[config.mk]
export PLATFORM = sky130hd
export DESIGN_NAME = sst_top
export DESIGN_NICKNAME = d
export VERILOG_FILES = /design/src/core/sst_pkg.sv /design/src/core/sst_bucket.sv /design/src/core/sst_top.sv
export VERILOG_INCLUDE_DIRS = /design/src /design/src/core
export SDC_FILE = /design/constraint.sdc
export NUM_CORES = 1
export LEC_CHECK = 0
export ABC_CLOCK_PERIOD_IN_PS = 3900
export BUFFER_PORTS_ARGS = -buffer_cell sky130_fd_sc_hd__buf_2
export CORE_AREA = 3 3 110 80
export CTS_BUF_LIST = sky130_fd_sc_hd__clkbuf_8
export DETAILED_ROUTE_END_ITERATION = 10
export DIE_AREA = 0 0 113 83
export PLACE_DENSITY = 0.89
export SYNTH_ARGS = -nofsm -noshare
export SYNTH_HDL_FRONTEND = slang
export SYNTH_SLANG_ARGS = --single-unit
[constraint.sdc]
create_clock -name clk_in -period 3.9 [get_ports clk_in]
set_clock_uncertainty 0.15 [all_clocks]
set_input_delay 0.78 -clock clk_in [delete_from_list [all_inputs] [get_ports clk_in]]
set_output_delay 0.78 -clock clk_in [all_outputs]
set_load 0.05 [all_outputs]
[src/core/sst_map.svh]
`ifndef SST_MAP_SVH
`define SST_MAP_SVH

// ----------------------------------------
// command codes
// ----------------------------------------
`define SST_CMD_FALL 8'h65
`define SST_CMD_SUMMARY 8'h78

// ----------------------------------------
// fall-time word layout and reset
// ----------------------------------------
`define SST_FALL_MANT_LSB 0
`define SST_FALL_MANT_MSB 6
`define SST_FALL_EXP_LSB 11
`define SST_FALL_EXP_MSB 15
`define SST_FALL_RESET 7'h03

// ----------------------------------------
// summary byte layout and reset
// ----------------------------------------
`define SST_SUM_OFF 6
`define SST_SUM_OVF 5
`define SST_SUM_OCF 4
`define SST_SUM_TEMP 2
`define SST_SUM_CML 1
`define SST_SUM_OTHER 0
`define SST_SUM_RESET 8'h01
`define SST_SRC_FAULT_BIT 7
`define SST_LOW_VIN_BIT 3

// ----------------------------------------
// timing
// ----------------------------------------
`define SST_CLK_PERIOD_NS 4
`define SST_MS_NS 1000000
`define SST_MS_CYCLES (`SST_MS_NS / `SST_CLK_PERIOD_NS)

`endif

[src/core/sst_pkg.sv]
`default_nettype none
package sst_pkg;

  // command strobe from the protocol engine
  typedef struct packed {
    logic valid;
    logic write;
    logic [7:0] code;
    logic [15:0] wdata;
  } sst_cmd_t;

  // answer to one command
  typedef struct packed {
    logic valid;
    logic nack;
    logic [15:0] rdata;
  } sst_rsp_t;

  // detailed status registers, owned elsewhere
  typedef struct packed {
    logic [7:0] vout;
    logic [7:0] iout;
    logic [7:0] temp;
    logic [7:0] comm_logic_flag;
    logic [7:0] input_st;
    logic [7:0] vendor;
  } sst_status_t;

  typedef enum logic [2:0] {
    SST_IDLE = 3'b001,
    SST_DELAY = 3'b010,
    SST_FALL = 3'b100
  } sst_seq_t;

endpackage
`default_nettype wire

[src/core/sst_bucket.sv]
`timescale 1ns/1ps
`default_nettype none

module sst_bucket (
  // programmed mantissa
  input wire logic [6:0] mant_in,
  input wire logic zero_is_zero_in,
  // effective time in ms
  output logic [6:0] ms_out
);

  // ----------------------------------------
  // round each mantissa range to its supported bucket
  // ----------------------------------------
  function automatic logic [6:0] sst_round(input logic [6:0] m, input logic z);
    logic [6:0] r;
    r = 7'h64;
    if (m == 7'h00) begin
      r = z ? 7'h00 : 7'h01;
    end else if (m <= 7'h06) begin
      r = m;
    end else if (m <= 7'h09) begin
      r = 7'h07;
    end else if (m <= 7'h0c) begin
      r = 7'h0a;
    end else if (m <= 7'h11) begin
      r = 7'h0e;
    end else if (m <= 7'h16) begin
      r = 7'h13;
    end else if (m <= 7'h20) begin
      r = 7'h1b;
    end else if (m <= 7'h2c) begin
      r = 7'h25;
    end else if (m <= 7'h3e) begin
      r = 7'h34;
    end else if (m <= 7'h56) begin
      r = 7'h48;
    end
    return r;
  endfunction

  assign ms_out = sst_round(mant_in, zero_is_zero_in);

endmodule

`default_nettype wire

[src/core/sst_top.sv]
`timescale 1ns/1ps
`default_nettype none
`include "sst_map.svh"

module sst_top #(
  parameter int unsigned MS_CYCLES = `SST_MS_CYCLES
) (
  // clock and reset
  input wire logic clk_in,
  input wire logic reset_in,
  // strap and converter state
  input wire logic loop_follower_in,
  input wire logic converter_enabled_in,
  // command port
  input wire sst_pkg::sst_cmd_t cmd_in,
  output sst_pkg::sst_rsp_t rsp_out,
  output logic invalid_command_fault_out,
  output logic alert_out,
  // detailed status sources
  input wire sst_pkg::sst_status_t status_in,
  output logic [7:0] fault_summary_out,
  // nonvolatile storage
  input wire logic nv_store_in,
  input wire logic nv_restore_in,
  input wire logic [6:0] nv_data_in,
  output logic nv_write_out,
  output logic [6:0] nv_data_out,
  // soft stop
  input wire logic stop_in,
  input wire logic [6:0] stop_delay_time_in,
  output logic delay_active_out,
  output logic fall_active_out,
  output logic [6:0] fall_ms_out,
  output logic stop_done_out
);

  import sst_pkg::*;

  // ----------------------------------------
  // state
  // ----------------------------------------
  typedef struct packed {
    logic strap_taken;
    logic follower;
    logic [6:0] fall_mant;
    logic [7:0] summary;
    sst_rsp_t rsp;
    logic invalid_command_fault;
    logic alert;
    logic nv_write;
    logic [6:0] nv_data;
    sst_seq_t seq;
    logic [17:0] tick_cnt;
    logic [6:0] ms_left;
    logic [6:0] fall_ms;
    logic delay_active;
    logic fall_active;
    logic stop_done;
  } sst_state_t;

  sst_state_t st_reg;
  sst_state_t st_next;

  logic [6:0] fall_eff;
  logic [6:0] delay_eff;
  logic tick;
  logic other_src;
  logic [7:0] summary_now;
  logic fall_hit;
  logic sum_hit;

  localparam logic [17:0] TICK_LAST = 18'(MS_CYCLES - 1);

  // ----------------------------------------
  // bucket rounding
  // ----------------------------------------
  sst_bucket u_fall_bucket (
    .mant_in(st_reg.fall_mant),
    .zero_is_zero_in(1'b0),
    .ms_out(fall_eff)
  );

  sst_bucket u_delay_bucket (
    .mant_in(stop_delay_time_in),
    .zero_is_zero_in(1'b1),
    .ms_out(delay_eff)
  );

  // ----------------------------------------
  // summary sources
  // ----------------------------------------
  // other: undervoltage, warnings, turn-on timeout, input and vendor flags
  assign other_src = (|status_in.vout[6:2]) |
                     status_in.iout[5] |
                     (|status_in.input_st) |
                     (|status_in.vendor);

  always_comb begin
    summary_now = 8'h00;
    summary_now[`SST_SUM_OFF] = ~converter_enabled_in;
    summary_now[`SST_SUM_OVF] = status_in.vout[`SST_SRC_FAULT_BIT] &
                                ~st_reg.follower;
    summary_now[`SST_SUM_OCF] = status_in.iout[`SST_SRC_FAULT_BIT];
    summary_now[`SST_SUM_TEMP] = |status_in.temp;
    summary_now[`SST_SUM_CML] = |status_in.comm_logic_flag;
    summary_now[`SST_SUM_OTHER] = other_src;
  end

  assign tick = (st_reg.tick_cnt == TICK_LAST);
  assign fall_hit = cmd_in.valid && (cmd_in.code == `SST_CMD_FALL);
  assign sum_hit = cmd_in.valid && (cmd_in.code == `SST_CMD_SUMMARY);

  // ----------------------------------------
  // next state
  // ----------------------------------------
  always_comb begin
    st_next = st_reg;
    st_next.rsp = '0;
    st_next.invalid_command_fault = 1'b0;
    st_next.alert = 1'b0;
    st_next.nv_write = 1'b0;
    st_next.stop_done = 1'b0;

    // strap is caught on the first clocked cycle after release
    if (!st_reg.strap_taken) begin
      st_next.strap_taken = 1'b1;
      st_next.follower = loop_follower_in;
    end

    // summary follows its sources; no write path exists
    if (st_reg.strap_taken) begin
      st_next.summary = summary_now;
    end

    // nonvolatile copy and restore
    if (nv_store_in) begin
      st_next.nv_write = 1'b1;
      st_next.nv_data = st_reg.fall_mant;
    end
    if (nv_restore_in && !st_reg.follower) begin
      st_next.fall_mant = nv_data_in;
    end

    // fall-time command
    if (fall_hit) begin
      st_next.rsp.valid = 1'b1;
      if (st_reg.follower) begin
        st_next.rsp.nack = 1'b1;
        st_next.invalid_command_fault = 1'b1;
        st_next.alert = 1'b1;
      end else if (cmd_in.write) begin
        // exponent and upper mantissa bits are dropped, never stored
        st_next.fall_mant = cmd_in.wdata[`SST_FALL_MANT_MSB:`SST_FALL_MANT_LSB];
      end else begin
        st_next.rsp.rdata = {9'h000, st_reg.fall_mant};
      end
    end

    // summary command: reads only
    if (sum_hit) begin
      st_next.rsp.valid = 1'b1;
      if (cmd_in.write) begin
        st_next.rsp.nack = 1'b1;
      end else begin
        st_next.rsp.rdata = {8'h00, st_reg.summary};
      end
    end

    // millisecond divider, restarted at each stop so phases are whole ms
    if (tick) begin
      st_next.tick_cnt = 18'h00000;
    end else begin
      st_next.tick_cnt = st_reg.tick_cnt + 18'h00001;
    end

    // soft-stop sequencer
    case (st_reg.seq)
      SST_IDLE: begin
        if (stop_in) begin
          st_next.tick_cnt = 18'h00000;
          st_next.fall_ms = fall_eff;
          if (delay_eff == 7'h00) begin
            st_next.seq = SST_FALL;
            st_next.ms_left = fall_eff;
            st_next.fall_active = 1'b1;
          end else begin
            st_next.seq = SST_DELAY;
            st_next.ms_left = delay_eff;
            st_next.delay_active = 1'b1;
          end
        end
      end
      SST_DELAY: begin
        if (tick) begin
          if (st_reg.ms_left == 7'h01) begin
            st_next.seq = SST_FALL;
            st_next.ms_left = st_reg.fall_ms;
            st_next.delay_active = 1'b0;
            st_next.fall_active = 1'b1;
          end else begin
            st_next.ms_left = st_reg.ms_left - 7'h01;
          end
        end
      end
      SST_FALL: begin
        if (tick) begin
          if (st_reg.ms_left == 7'h01) begin
            st_next.seq = SST_IDLE;
            st_next.ms_left = 7'h00;
            st_next.fall_active = 1'b0;
            st_next.stop_done = 1'b1;
          end else begin
            st_next.ms_left = st_reg.ms_left - 7'h01;
          end
        end
      end
      default: begin
        st_next.seq = SST_IDLE;
        st_next.delay_active = 1'b0;
        st_next.fall_active = 1'b0;
      end
    endcase
  end

  // ----------------------------------------
  // registers
  // ----------------------------------------
  always_ff @(posedge clk_in or posedge reset_in) begin
    if (reset_in) begin
      st_reg <= '0;
      st_reg.fall_mant <= `SST_FALL_RESET;
      st_reg.summary <= `SST_SUM_RESET;
      st_reg.seq <= SST_IDLE;
    end else begin
      st_reg <= st_next;
    end
  end

  // ----------------------------------------
  // outputs
  // ----------------------------------------
  assign rsp_out = st_reg.rsp;
  assign invalid_command_fault_out = st_reg.invalid_command_fault;
  assign alert_out = st_reg.alert;
  assign fault_summary_out = st_reg.summary;
  assign nv_write_out = st_reg.nv_write;
  assign nv_data_out = st_reg.nv_data;
  assign delay_active_out = st_reg.delay_active;
  assign fall_active_out = st_reg.fall_active;
  assign fall_ms_out = st_reg.fall_ms;
  assign stop_done_out = st_reg.stop_done;

endmodule

`default_nettype wire

==> results.ini <==
[outcome]
status = complete, no violations

[placement]
hpwl_um = 8460
dp_cells = 647
gp_congestion = 0.933
port_buffers = 112
dp_slack_ps = 1170

[critical_path]
reg2reg_slack_ps = 1320
r2r-end = st_reg[14]$_DFFE_PP0P_
crit_fanout = 12
reg2reg_from = st_reg[12]$_DFFE_PP0P_
endpoint_kind = flop
setup.worst_path.start_class = flop
crit_start = st_reg[12]$_DFFE_PP0P_
cp.required_ps = 3970
worst-setup-path-type = flop to flop
arrival_ps = 2660
rr_worst_depth = 5

[yosys]
synth_area_um2 = 4440
yosys-top-cells-area = dfrtp_1 38%, buf_4 7.1%, mux2_2 5.6%, nor2_1 4.7%, xnor2_1 3.0%
yosysTopAreaCell = dfrtp_1
synth-main-ff-cell = dfrtp_1
synth.avg_cell_area_um2 = 9.04
seq_area_frac_synth = 0.402
synth.top_cell.area_share = 0.378
synth-edff-count = 0
async_flop_share = 1.00
ys_seq_elements = 71
synth-warning-count = 0
netlist_instances = 491
synth.distinct_cells = 70

[cts]
cts_tree = done
clock_latency_ps = 350
cts_made_buffers = 9
cts_root_buf = clkbuf_8
cts.htree.levels = 3
holdBufCountCts = 0
cts.sinks = 71
clk_pin_slew_ps = 70
clock_path_buffers = 2
cts_resized = 0
postCtsSetupRepairBufs = 0

[detailed_routing]
avgViaCountPerCell = 5.99
vias = 3968
wl_per_cell_um = 17.1
routed_wl_um = 11300
drtPass1Iterations = 5
drt_iter0_drc = 471
final_antenna_net_count = 0
drcViolationCount = 0

[timing]
slew_headroom = 0.387
finalHoldViolCount = 0
final-setup-viol-count = 0
drv_slew = 0
fmax_mhz = 387
post-route-min-period_ps = 2580
period_share = 0.663
layout_setup_ws_ps = 1320
rsz0062_at_grt = no
worst_pin_slew_ps = 920
setup_tns_ps = 0

[worst_hold_path]
whs_endpoint = st_reg[17]$_DFF_PP0_
min_path_cells = 1
hp-class = flop to flop
min_from = st_reg[17]$_DFF_PP0_

[layout]
finalNetCount = 655
largest_register_ffs = 37
mostFrequentLayoutCells = 112 x buf_2, 67 x dfrtp_1, 56 x nor2_1, 29 x nand2_1, 26 x o21ai_0
finalNonFillerCells = 662
layout_commonest_cell = buf_2
drive_gt1_frac = 0.305
antenna_cells = 0
syn2layout_area_growth_pct = 11.9

[floorplan]
fp.dieW_um = 113
die-area_um2 = 9380
start_util = 0.566
die_y_um = 83
io_pins = 141
row_count = 27
core_area_um2 = 7840

[grt]
grtUsageTotal = 0.243
grt_pass1_wl_um = 18500
grt_pass1_vias = 3859
grt_max_degree = 72
grt_antenna_before_repair = 0
grt_overflow = 0

[pwr]
total_power_uw = 2670
power_density_nw_per_um2 = 538
p_leak_uw = 0.00230
ir_drop_v = 0.000373

[flow_run]
cap_violations = 0

==> report_power, final <==
part | switching (uW) | total [uW] | internal, uW | leakage, uW
Sequential | 189 | 1070 | 883 | 0.000901
Combinational | 634 | 963 | 329 | 0.00129
Clock | 266 | 636 | 370 | 0.000111
Total | 1090 | 2670 | 1580 | 0.00230
==> per-stage QoR <==
stage                     cell area (um2)  utilization  hold WS, ps
after detailed placement             4750        0.606          299
after global routing                 4960        0.633          368
after floorplan                      4470            -          275
after CTS                            4960        0.633          308
after global placement               4750        0.606          294
final                                4960        0.633          307
==> logic make-up (layout without fill, tap and decap cells) <==
logic type,after synthesis,in the layout,synth area share
fa+ha+maj,3,3,0.00846
xor+xnor,21,21,0.0415
compound gates,99,99,0.151
flops,71,71,0.402
other cells,2,12,0.00169
simple gates,185,185,0.224
mux,23,23,0.0592
buf+inv,87,147,0.112
==> critical path: stages, from the launching register on <==
cell,delay [ps]
dfrtp_1,430
or4_1,630
nor2_2,490
mux2_2,410
a22oi_1,240
o211ai_1,120
==> routing by layer <==
layer	track usage	wire length, um
met1	0.324	4550
met5	0	0
met4	0.0786	219
met2	0.390	5480
met3	0.0590	1100
==> worst max-delay path by stage <==
stage	to	slack, ps	depth (start not counted)
3_3_place_gp	st_reg[13]$_DFFE_PP0P_	1200	6
3_5_place_dp	st_reg[76]$_DFF_PP0_	1170	6
2_1_floorplan	alert_out$_DFF_PP0_	1180	1
4_1_cts	st_reg[14]$_DFFE_PP0P_	1350	5
5_1_grt	st_reg[14]$_DFFE_PP0P_	1240	5
6_report	st_reg[14]$_DFFE_PP0P_	1320	5
==> cell type report <==
| cell class | count | area, um2 |
|---|---|---|
| inverter | 17 | 63.8 |
| sequential | 71 | 1780 |
| timing repair buffer | 115 | 583 |
| clock inverter | 5 | 75.1 |
| fill | 651 | 2870 |
| clock buffer | 10 | 138 |
| tap | 101 | 126 |
| multi-input combinational | 343 | 2200 |
==> synth_stat cells (10+ instances only) <==
cell type	instances
clkbuf_1	21
nor4_1	12
nand4_1	10
mux2_2	22
a21oi_1	16
dfrtp_1	67
buf_4	42
nand2_1	29
o21ai_0	26
inv_1	17
xnor2_1	15
nor3_1	14
nor2_1	56
nand3_1	10
Power figures use the tool's default switching activity.
